[src/logic/cbt_pkg.sv]
package cbt_pkg;

  // ----------------------------------------------------------------
  // timing
  // ----------------------------------------------------------------
  localparam int unsigned CLK_MHZ        = 200;
  localparam int unsigned FLAG_PULSE_NS  = 250;
  localparam int unsigned FLAG_PULSE_CYC =
    (FLAG_PULSE_NS * CLK_MHZ) / 1000 < 1 ? 1 : (FLAG_PULSE_NS * CLK_MHZ) / 1000;
  localparam int unsigned SYNC_STAGES    = 2;

  // ----------------------------------------------------------------
  // dataway sub-addresses and function codes
  // ----------------------------------------------------------------
  localparam logic [3:0] SA_LAM        = 4'h0;
  localparam logic [3:0] SA_BLOCK      = 4'h7;
  localparam logic [3:0] SA_BLOCK_HOLD = 4'h8;
  localparam logic [4:0] FN_READ       = 5'h01;
  localparam logic [4:0] FN_CLR_LAM    = 5'h0a;
  localparam logic [4:0] FN_WRITE      = 5'h10;
  localparam logic [4:0] FN_DISABLE    = 5'h18;
  localparam logic [4:0] FN_ENABLE     = 5'h1a;
  localparam logic [4:0] FN_TEST_LAM   = 5'h1b;

  // ----------------------------------------------------------------
  // processor tag numbers
  // ----------------------------------------------------------------
  localparam logic [3:0] TAG_Q_SET     = 4'h1;
  localparam logic [3:0] TAG_LAM_SET   = 4'h2;

  // ----------------------------------------------------------------
  // register map, fields and reset values
  // ----------------------------------------------------------------
  localparam logic [3:0] OFF_CTRL      = 4'h0;
  localparam logic [3:0] OFF_STATUS    = 4'h1;
  localparam logic [3:0] OFF_RD_WORD   = 4'h2;
  localparam logic [3:0] OFF_WR_WORD   = 4'h3;
  localparam int unsigned CTRL_EN_BIT  = 0;
  localparam logic [15:0] CTRL_RESET   = 16'h0001;
  localparam logic        HOLD_EN_RESET = 1'b1;
  localparam int unsigned ST_Q_BIT     = 0;
  localparam int unsigned ST_LSTAT_BIT = 1;
  localparam int unsigned ST_LMASK_BIT = 2;
  localparam int unsigned ST_HOLD_BIT  = 3;
  localparam int unsigned ST_FREQ_BIT  = 4;
  localparam int unsigned ST_HEN_BIT   = 5;

  // ----------------------------------------------------------------
  // carriers
  // ----------------------------------------------------------------
  typedef struct packed {
    logic        n;
    logic [3:0]  a;
    logic [4:0]  f;
  } cbt_naf_t;

  typedef struct packed {
    cbt_naf_t    naf;
    logic        s1;
    logic        s2;
    logic        z;
    logic [15:0] w;
  } cbt_dataway_t;

  typedef struct packed {
    logic        flag_read;
    logic        flag_write;
    logic        flag_hold;
  } cbt_flags_t;

endpackage : cbt_pkg

[src/logic/cbt_flag_pulse.sv]
`timescale 1ns/10ps
module cbt_flag_pulse
  import cbt_pkg::*;
(
  // clock and reset
  input  wire logic clock,
  input  wire logic arst_n,
  // trigger and pulse
  input  wire logic trig,
  output logic      pulse
);

  logic [7:0] cnt_reg;
  logic [7:0] cnt_next;

  // ----------------------------------------------------------------
  // fixed width pulse, retrigger ignored while running
  // ----------------------------------------------------------------
  assign cnt_next = (trig && cnt_reg == 8'h00) ? 8'(FLAG_PULSE_CYC) :
                    (cnt_reg != 8'h00)          ? cnt_reg - 8'h01  : 8'h00;

  always_ff @(posedge clock or negedge arst_n) begin
    if (!arst_n) begin
      cnt_reg <= 8'h00;
      pulse   <= 1'b0;
    end else begin
      cnt_reg <= cnt_next;
      pulse   <= (cnt_next != 8'h00);
    end
  end

endmodule : cbt_flag_pulse

[src/logic/cbt_unit.sv]
// Functional notes
// block read A7 F1 enables readout gates and flags the processor read routine
// block transfer flag is one pulse about 250 ns wide
// processor keeps read word stable until S2 begins
// processor sets Q at start, clears it after the last word; here only A7 F24 and Z clear Q, no processor clear path
// Q flip-flop cleared by A7 F24 and by Z
// A8 F1 raises HOLD on P2 at once, stopping S1 and S2
// A8 F1 also sets the flag request flip-flop
// routine end resets hold enable and flag request; HOLD then drops
// after HOLD falls, data read at S1; hold enable set again at S2
// command still present at S2 re-sets flag request; routine once per cycle
// block write A7 F16 raises a flag; routine stores the write word
// A0 F26 enables LAM mask, F24 disables, F27 tests status as Q
// LAM status cleared by A0 F10 and by Z with S2
// tag instruction with the wired number sets LAM status
// tag number 1 sets Q flip-flop, held through the block
// hold flag line is flag 6, wired to a chosen processor input
// initiating routine loads address, count, and prefetches first read word
// read routine runs one word ahead of the dataway
// flag poll routine checks flags each micro-cycle, returns to location 0
// X asserted for every decoded block, Q-clear and LAM function
`timescale 1ns/10ps
module cbt_unit
  import cbt_pkg::*;
#(
  parameter logic [3:0] LAM_TAG = TAG_LAM_SET
) (
  // clock and reset
  input  wire logic         clock,
  input  wire logic         arst_n,
  // dataway inputs
  input  wire cbt_dataway_t dw_in,
  // dataway outputs
  output logic [15:0]       r_lines,
  output logic              q_resp,
  output logic              x_resp,
  output logic              lam,
  output logic              hold_p2,
  // processor side
  input  wire logic [15:0]  internal_bus,
  input  wire logic         tag_instruction,
  input  wire logic [3:0]   tag_number,
  input  wire logic         routine_end,
  output cbt_flags_t        flags,
  output logic [15:0]       write_word,
  // register port
  input  wire logic [3:0]   reg_addr,
  input  wire logic [15:0]  reg_wdata,
  input  wire logic         reg_wr,
  input  wire logic         reg_rd,
  output logic [15:0]       reg_rdata
);

  // ----------------------------------------------------------------
  // dataway synchronisers
  // ----------------------------------------------------------------
  localparam int unsigned DW_W = $bits(cbt_dataway_t);

  logic [DW_W-1:0] sync1_reg;
  logic [DW_W-1:0] sync2_reg;
  cbt_dataway_t    dw;
  logic            s1_d_reg;
  logic            s2_d_reg;

  genvar gi;
  generate
    for (gi = 0; gi < DW_W; gi++) begin : g_sync
      always_ff @(posedge clock or negedge arst_n) begin
        if (!arst_n) begin
          sync1_reg[gi] <= 1'b0;
          sync2_reg[gi] <= 1'b0;
        end else begin
          sync1_reg[gi] <= dw_in[gi];
          sync2_reg[gi] <= sync1_reg[gi];
        end
      end
    end
  endgenerate

  assign dw = cbt_dataway_t'(sync2_reg);

  always_ff @(posedge clock or negedge arst_n) begin
    if (!arst_n) begin
      s1_d_reg <= 1'b0;
      s2_d_reg <= 1'b0;
    end else begin
      s1_d_reg <= dw.s1;
      s2_d_reg <= dw.s2;
    end
  end

  // ----------------------------------------------------------------
  // strobes and function decode
  // ----------------------------------------------------------------
  logic        ctrl_reg;
  logic        s1_rise;
  logic        s2_rise;
  logic        zs2;
  logic        sel;
  logic        dec_rd;
  logic        dec_rdh;
  logic        dec_wr;
  logic        dec_qclr;
  logic        dec_lmen;
  logic        dec_lmdis;
  logic        dec_ltest;
  logic        dec_lclr;
  logic        dec_any;

  assign s1_rise   = dw.s1 && !s1_d_reg;
  assign s2_rise   = dw.s2 && !s2_d_reg;
  assign zs2       = dw.z && dw.s2;
  assign sel       = dw.naf.n && ctrl_reg;
  assign dec_rd    = sel && dw.naf.a == SA_BLOCK && dw.naf.f == FN_READ;
  assign dec_rdh   = sel && dw.naf.a == SA_BLOCK_HOLD && dw.naf.f == FN_READ;
  assign dec_wr    = sel && dw.naf.a == SA_BLOCK && dw.naf.f == FN_WRITE;
  assign dec_qclr  = sel && dw.naf.a == SA_BLOCK && dw.naf.f == FN_DISABLE;
  assign dec_lmen  = sel && dw.naf.a == SA_LAM && dw.naf.f == FN_ENABLE;
  assign dec_lmdis = sel && dw.naf.a == SA_LAM && dw.naf.f == FN_DISABLE;
  assign dec_ltest = sel && dw.naf.a == SA_LAM && dw.naf.f == FN_TEST_LAM;
  assign dec_lclr  = sel && dw.naf.a == SA_LAM && dw.naf.f == FN_CLR_LAM;
  assign dec_any   = dec_rd || dec_rdh || dec_wr || dec_qclr
                   || dec_lmen || dec_lmdis || dec_ltest || dec_lclr;

  // ----------------------------------------------------------------
  // q flip-flop
  // ----------------------------------------------------------------
  logic q_response_ff;
  logic q_next;
  logic q_set;
  logic q_clr;

  assign q_set  = tag_instruction && tag_number == TAG_Q_SET;
  assign q_clr  = (dec_qclr && s1_rise) || dw.z;
  // set wins over a simultaneous clear
  assign q_next = q_set ? 1'b1 : q_clr ? 1'b0 : q_response_ff;

  always_ff @(posedge clock or negedge arst_n) begin
    if (!arst_n) begin
      q_response_ff <= 1'b0;
    end else begin
      q_response_ff <= q_next;
    end
  end

  // ----------------------------------------------------------------
  // hold edge, flag request fires once per hold
  // ----------------------------------------------------------------
  logic hold_d_reg;
  logic hold_rise;

  assign hold_rise = hold_p2 && !hold_d_reg;

  always_ff @(posedge clock or negedge arst_n) begin
    if (!arst_n) begin
      hold_d_reg <= 1'b0;
    end else begin
      hold_d_reg <= hold_p2;
    end
  end

  // ----------------------------------------------------------------
  // hold and flag request
  // ----------------------------------------------------------------
  logic hold_enable_ff;
  logic flag_request_ff;
  logic hen_next;
  logic freq_next;
  logic freq_set;

  assign hold_p2   = dec_rdh && hold_enable_ff;
  assign freq_set  = hold_rise;
  // flag request set beats routine-end clear
  assign freq_next = freq_set ? 1'b1
                   : (routine_end || dw.z) ? 1'b0 : flag_request_ff;
  // re-armed at s2 after the hold has dropped
  assign hen_next  = (s2_rise || dw.z) ? 1'b1
                   : routine_end ? 1'b0 : hold_enable_ff;

  always_ff @(posedge clock or negedge arst_n) begin
    if (!arst_n) begin
      hold_enable_ff  <= HOLD_EN_RESET;
      flag_request_ff <= 1'b0;
    end else begin
      hold_enable_ff  <= hen_next;
      flag_request_ff <= freq_next;
    end
  end

  // ----------------------------------------------------------------
  // lam status and mask
  // ----------------------------------------------------------------
  logic lam_status_reg;
  logic lam_mask_reg;
  logic lstat_next;
  logic lmask_next;
  logic lstat_set;

  assign lstat_set  = tag_instruction && tag_number == LAM_TAG;
  assign lstat_next = lstat_set ? 1'b1
                    : ((dec_lclr && s1_rise) || zs2) ? 1'b0
                    : lam_status_reg;
  assign lmask_next = (dec_lmen && s1_rise) ? 1'b1
                    : ((dec_lmdis && s1_rise) || zs2) ? 1'b0
                    : lam_mask_reg;

  always_ff @(posedge clock or negedge arst_n) begin
    if (!arst_n) begin
      lam_status_reg <= 1'b0;
      lam_mask_reg   <= 1'b0;
    end else begin
      lam_status_reg <= lstat_next;
      lam_mask_reg   <= lmask_next;
    end
  end

  // ----------------------------------------------------------------
  // flag pulses to the processor
  // ----------------------------------------------------------------
  logic flag_rd_pulse;
  logic flag_wr_pulse;

  cbt_flag_pulse u_flag_rd (
    .clock  (clock),
    .arst_n (arst_n),
    .trig   (dec_rd && s1_rise),
    .pulse  (flag_rd_pulse)
  );

  cbt_flag_pulse u_flag_wr (
    .clock  (clock),
    .arst_n (arst_n),
    .trig   (dec_wr && s1_rise),
    .pulse  (flag_wr_pulse)
  );

  assign flags.flag_read  = flag_rd_pulse;
  assign flags.flag_write = flag_wr_pulse;
  assign flags.flag_hold  = flag_request_ff;

  // ----------------------------------------------------------------
  // dataway responses and data paths
  // ----------------------------------------------------------------
  logic        rd_gate;
  logic        q_sel;
  logic [15:0] write_word_reg;

  // prefetched word waits on the internal bus
  assign rd_gate = dec_rd || dec_rdh;
  assign q_sel   = dec_ltest ? lam_status_reg : q_response_ff;

  always_ff @(posedge clock or negedge arst_n) begin
    if (!arst_n) begin
      r_lines        <= 16'h0000;
      q_resp         <= 1'b0;
      x_resp         <= 1'b0;
      lam            <= 1'b0;
      write_word_reg <= 16'h0000;
    end else begin
      r_lines <= rd_gate ? internal_bus : 16'h0000;
      q_resp  <= dec_any && q_sel;
      x_resp  <= dec_any;
      lam     <= lam_status_reg && lam_mask_reg;
      if (dec_wr && s1_rise) begin
        write_word_reg <= dw.w;
      end
    end
  end

  assign write_word = write_word_reg;

  // ----------------------------------------------------------------
  // register port
  // ----------------------------------------------------------------
  logic [15:0] status_word;
  logic [15:0] rd_mux;

  assign status_word = 16'(
      (32'(q_response_ff)   << ST_Q_BIT)
    | (32'(lam_status_reg)  << ST_LSTAT_BIT)
    | (32'(lam_mask_reg)    << ST_LMASK_BIT)
    | (32'(hold_p2)         << ST_HOLD_BIT)
    | (32'(flag_request_ff) << ST_FREQ_BIT)
    | (32'(hold_enable_ff)  << ST_HEN_BIT));

  assign rd_mux = (reg_addr == OFF_CTRL)    ? {15'h0000, ctrl_reg} :
                  (reg_addr == OFF_STATUS)  ? status_word :
                  (reg_addr == OFF_RD_WORD) ? internal_bus :
                  (reg_addr == OFF_WR_WORD) ? write_word_reg : 16'h0000;

  always_ff @(posedge clock or negedge arst_n) begin
    if (!arst_n) begin
      ctrl_reg  <= CTRL_RESET[CTRL_EN_BIT];
      reg_rdata <= 16'h0000;
    end else begin
      if (reg_wr && reg_addr == OFF_CTRL) begin
        ctrl_reg <= reg_wdata[CTRL_EN_BIT];
      end
      reg_rdata <= reg_rd ? rd_mux : 16'h0000;
    end
  end

endmodule : cbt_unit
[config.mk]
export PLATFORM = sky130hd
export DESIGN_NAME = cbt_unit
export DESIGN_NICKNAME = d
export VERILOG_FILES = /design/src/logic/cbt_pkg.sv /design/src/logic/cbt_flag_pulse.sv /design/src/logic/cbt_unit.sv
export SDC_FILE = /design/constraint.sdc
export NUM_CORES = 1
export LEC_CHECK = 0
export BUFFER_PORTS_ARGS = -buffer_cell sky130_fd_sc_hd__buf_2
export CELL_PAD_IN_SITES_DETAIL_PLACEMENT = 0
export CELL_PAD_IN_SITES_GLOBAL_PLACEMENT = 1
export CORE_AREA = 2 2 112 114
export CTS_BUF_LIST = sky130_fd_sc_hd__clkbuf_4 sky130_fd_sc_hd__clkbuf_8 sky130_fd_sc_hd__clkbuf_16
export DETAILED_ROUTE_END_ITERATION = 12
export DIE_AREA = 0 0 114 116
export GPL_TIMING_DRIVEN = 1
export PLACE_DENSITY = 0.88
export SYNTH_ARGS = -nofsm -noshare
export SYNTH_HDL_FRONTEND = slang
export SYNTH_SLANG_ARGS = --single-unit
[constraint.sdc]
create_clock -name clock -period 2.65 [get_ports clock]
set_input_delay 0.1325 -clock clock [delete_from_list [all_inputs] [get_ports clock]]
set_output_delay 0.1325 -clock clock [all_outputs]
set_load 0.02 [all_outputs]
==> metrics, run 1 <==
total power=5430 µW; CTS root buffer=clkbuf_16; prevailing post-synth register cell=dfrtp_1; R2R setup slack=0.40 ns; pins over their slew limit=0; H-tree Lvls=4; share of the synthesized area in the top cell type=0.690; Async SR Flop Fraction=1.00; cts bufs inserted=17; final WL=10500 µm; Post-Route Setup TNS=0 ns; Worst VDD drop=0.377 mV; Ys Warns=0; Setup crit start kind=register; die height=116 µm; Netlist Area Pre-Place=4860 µm²; WP data required=2.91 ns; top-count cell post-synth=dfrtp_1; Final Hold Fails=0; synthesized area per cell=13.3 µm²; Hold Crit Class=in -> reg; Clock transition at path regs=0.06 ns; synth top area cells=dfrtp_1 69%, mux2_2 3.7%, nor2_1 2.5%; number of remaining DRC errors=0; number of DRC markers in iteration 0=216; CP Data Arrival Time=2.51 ns; share of cells above drive strength 1=0.318; Clock Tree Buf Depth=2; largest net degree at the start of global routing=60; Net Count, Synth=444; Initial Util=0.408; Slew @ Worst Pin=0.547 ns; sequential share of the synthesized area=0.701; final worst-path cycle share=0.849; leakage=0.00340 µW; core area=11900 µm²; P per Cell Area=808 nW/µm²; pre-CTS WS=0.408 ns; Worst setup EP type=register; Clock Latency Late Sink=0.41 ns; number of buffers added to fix hold violations after cts=51; DR WL/cell=14.8 µm; final setup vio count=0; Final Skew=0.0112 ns; reg2reg start=u_flag_rd.cnt_reg[3]; IO Pins=130; vias=3369; Synth top cells by count=134 x dfrtp_1, 33 x nor2_1, 30 x nand2_1; Via density=4.77; status=complete, no violations; number of I/O port buffers=114; first-pass GRT wire length=16800 µm; CP startpoint=u_flag_rd.cnt_reg[3]; design area=6720 µm²; Synth cell types=46; Crit Path Max Fanout=5; CTS tree=built; fmax=0.444 GHz; number of max-cap violations=0; initial antenna violation count=0; die area=13200 µm²; vias in the first global route=3524; Synth area leader=dfrtp_1; CTS Sinks=136; placed cells=624; Post-DP HPWL=7180 µm; WS Path Type=reg -> reg; chip width=114 µm; Post-Synthesis Cells=365; Area Growth Syn to Fin=38.4%; Row Count=40; 1st-pass router iterations=4; RSZ-0062 raised after global routing=false; Worst slew margin=0.635; placed cell area=5640 µm²; number of flops mapped to enable cells by yosys=0; GRT Overall Usage=0.167; post_cts resized=0; Diodes inserted=0; final cell count without fillers=707; post-synthesis register bit count=136; min-delay src=tag_number[0]; setup ws final=0.399 ns; Final min period=2.25 ns; routability cong.=0.798; GRT overflow=0; post-route ant nets=0; Layout Nets=626; Post-CTS Setup Bufs=0
## kinds of logic after synthesis
group | synth area share
AOI/OAI and AO/OA | 0.0458
and+or+nand+nor | 0.152
DFF | 0.701
adders and majority gates | 0.0103
xor gates and xnor gates | 0.00721
buffers and inverters | 0.0178
muxes | 0.0664
## critical path: stages (launching register included)
cell and delay [ns]:
dfrtp_1 0.42, or4_4 0.57, nor4_1 0.25, mux2_2 0.39, or4_1 0.49
## worst paths after layout
path	endpoint	cells after the start
worst max-delay path	u_flag_rd.pulse	4
worst min-delay path	q_response_ff	2
worst max register to register	u_flag_rd.pulse	4
worst min register to register	dw[9]	0
max in group asynchronous	hold_enable_ff	3
min in group asynchronous	r_lines[6]	2
## metrics by stage
stage / hold WS, ns / utilization
after floorplan: -0.163 / -
after global placement: 0.0927 / 0.473
after detailed placement: 0.0977 / 0.473
after CTS: 0.00282 / 0.564
after global routing: 0.00468 / 0.564
final: 0.0252 / 0.564
## power breakdown
group | switching, µW | total [µW] | internal (µW)
clock network | 909 | 2250 | 1340
logic | 388 | 743 | 355
registers | 178 | 2440 | 2270
## final cells by class
type | count | area (µm²)
timing repair buffer | 171 | 1140
fill | 991 | 5190
inverter | 12 | 45.0
clock inverter | 14 | 138
multi-input combinational | 209 | 1370
sequential | 136 | 3410
tap | 147 | 184
clock buffer | 18 | 439
## placed cells by master, fill, tap and decap left out, drive strengths merged, types with 6 or more instances in the layout
cell type	instances
inv	18
nand3	8
mux2	16
dfrtp	134
and2	20
a21oi	9
a22oi	6
o21ai	14
nor3	8
mux2i	12
nand2	30
clkbuf	18
dlygate4sd3	51
buf	120
nor2	33
## per-layer routing
metal  vias up  routed length, µm  track usage
li1       1603                  -            -
met1      1666               4450        0.203
met2        94               5500        0.286
met3         6                446       0.0486
met4         0                 84       0.0569
met5         -                  0            0
Power figures use the tool's default switching activity.
==> run 2, diff against run 1 <==
clock period = 2.3 ns   (was 2.65 ns; I/O delays follow)
==> run 2 against run 1 <==
  * Routed wire length is 4.6% higher
  * Maximum frequency increased by 1.4%
  * Final cell count rose by 0.14%
  * Sequential power up 16%
==> metrics, run 2 (same netlist as run 1, synthesis figures left out) <==
status=complete, no violations; vias=3400 (+0.92%); CTS Sinks=136 (unchanged); Hold Crit Class=in -> reg; Hold Path Stages=4 (+2); Clock Tree Buf Depth=2 (unchanged); DR WL/cell=15.5 µm (+4.5%); Worst path max stage delay=0.57 ns (about the same); fillcell total=971 (-2.0%); Post-CTS Setup Bufs=0 (unchanged); CP Data Arrival Time=2.49 ns (-0.02 ns); number of I/O port buffers=114 (unchanged); Sw Share=0.251 (-0.0205); Worst setup EP type=register; min-delay src=tag_number[3]; CTS tree=built; share of cells above drive strength 1=0.319 (+0.00122); Clock transition at path regs=0.05 ns (about the same); Layout Nets=627 (+0.16%); Initial Util=0.408 (unchanged); GRT Overall Usage=0.177 (+0.0102); Pint=4810 µW (+21%); design area=6770 µm² (+0.65%); Final Hold Fails=0 (unchanged); worst reg2reg endpoint=u_flag_rd.pulse; R2R setup slack=0.08 ns (-0.32 ns); chip width=114 µm (unchanged); switching pwr=1610 µW (+9.2%); fmax=0.450 GHz (+1.4%); Crit Path Max Fanout=5 (unchanged); Post-Route Setup TNS=0 ns (unchanged); cell breakdown of the critical path=or4_4 > nor4_1 > mux2_2 > or4_1; initial antenna violation count=0 (unchanged); post-route ant nets=0 (unchanged); number of DRC markers in iteration 0=170 (-21%); reg2reg start=u_flag_rd.cnt_reg[3]; Setup crit start kind=register; power share of the clock group=0.429 (+0.016); number of remaining DRC errors=0 (unchanged); die area=13200 µm² (unchanged); Worst Reg-to-Reg Cells=4 (unchanged); Final Skew=0.00769 ns (-0.00351 ns); RSZ-0062 raised after global routing=false; routability cong.=0.774 (-3.1%); core area=11900 µm² (unchanged); P per Cell Area=948 nW/µm² (+17%); final WL=11000 µm (+4.6%); Comb pwr share=0.132 (-0.005); leakage=0.00344 µW (+0.94%); Slew @ Worst Pin=0.544 ns (-0.00315 ns); 1st-pass router iterations=4 (unchanged); WP data required=2.57 ns (-0.34 ns); CP startpoint=u_flag_rd.cnt_reg[3]; total power=6420 µW (+18%); Final min period=2.22 ns (-0.0303 ns); cts bufs inserted=17 (unchanged); Clock Latency Late Sink=0.41 ns (about the same); number of max-cap violations=0 (unchanged); GRT overflow=0 (unchanged); CP max-delay cell=or4_4; Worst slew margin=0.637 (+0.00210); Via density=4.80 (+0.78%); sequential fraction of design power=0.439 (-0.011); largest net degree at the start of global routing=61 (+1.7%); vias in the first global route=3665 (+4.0%); CTS root buffer=clkbuf_16; final setup vio count=0 (unchanged); WS Path Type=reg -> reg; final worst-path cycle share=0.965 (+0.116); Post-DP HPWL=7220 µm (+0.59%); Worst VDD drop=0.628 mV (+66%); pins over their slew limit=0 (unchanged); IO Pins=130 (unchanged); die height=116 µm (unchanged); H-tree Lvls=4 (unchanged); first-pass GRT wire length=17700 µm (+5.2%); placed cell area=5640 µm² (+0.13%); commonest non-fill, non-tap cell in the layout=dfrtp_1; Row Count=40 (unchanged); Hold EP=lam_status_reg; Area Growth Syn to Fin=39.3%; Diodes inserted=0 (unchanged); commonest non-fill, non-tap cells in the layout=134 x dfrtp_1, 113 x buf_2, 51 x dlygate4sd3_1, 33 x nor2_1, 30 x nand2_1
run 2: changes by cell type in the layout (fill, tap and decap cells not counted), sizes merged:
cell,previous run,this run
inv,18,13
clkinv,3,4
bufinv,1,3
clkinvlp,4,3
clkbuf,18,21
buf,120,121
run 2: worst max-delay path by stage:
stage	endpoint	slack (ns)	depth (start not counted)
global route	u_flag_rd.pulse	0.03	4
floorplan	u_flag_rd.pulse	0.22	4
global placement	u_flag_rd.pulse	0.19	4
CTS	u_flag_rd.pulse	0.08	4
detailed placement	u_flag_rd.pulse	0.08	4
finish	u_flag_rd.pulse	0.08	4
run 2: area by class of cell:
cell class | count | area [µm²] | area share
flip-flops and latches | 136 | 3410 | 0.503
multi-input cells | 209 | 1370 | 0.202
repair buffers | 172 | 1150 | 0.170
clock buffers | 21 | 468 | 0.0691
well taps | 147 | 184 | 0.0272
clock inverters | 11 | 145 | 0.0214
inverters | 12 | 45.0 | 0.00666
run 2: metal layers:
metal  global-route usage  share of wire  vias to the layer above  wire length (µm)
met5                    0              0                        -                 0
li1                     -              -                     1610                 -
met1                0.210           0.41                     1685              4480
met4               0.0740          0.022                        0               245
met3               0.0518          0.040                       20               435
met2                0.303           0.53                       85              5800
run 2: critical path, delay by kind of cell, from the launching register on:
family | cells | cell delay [ns]
DFF | 1 | 0.42
muxes | 1 | 0.39
and+or+nand+nor | 3 | 1.29
run 2: what timing repair did:
| item | 4_1_cts | 5_1_grt |
|---|---|---|
| hold buffers | 51 | 0 |
| resized for setup | 0 | 0 |
| hold endpoints to repair | 118 | 0 |
run 2: power groups by stage:
stage	clock [µW]	sequential (µW)	combinational, µW
after global placement	0	2840	741
final	2750	2820	850
after detailed placement	0	2860	780
after CTS	2810	2820	853
after floorplan	0	2810	546
after global routing	2930	2860	972
run 2: per-stage QoR:
stage / instances / hold WS (ns) / util / worst slack [ns]
6_report: 708 / 0.0286 / 0.568 / 0.0796
5_1_grt: 708 / 0.0298 / 0.568 / 0.0272
4_1_cts: 708 / 0.0105 / 0.568 / 0.0818
3_5_place_dp: 625 / 0.120 / 0.474 / 0.0820
3_3_place_gp: 625 / 0.111 / 0.474 / 0.186
2_1_floorplan: 365 / -0.181 / - / 0.218
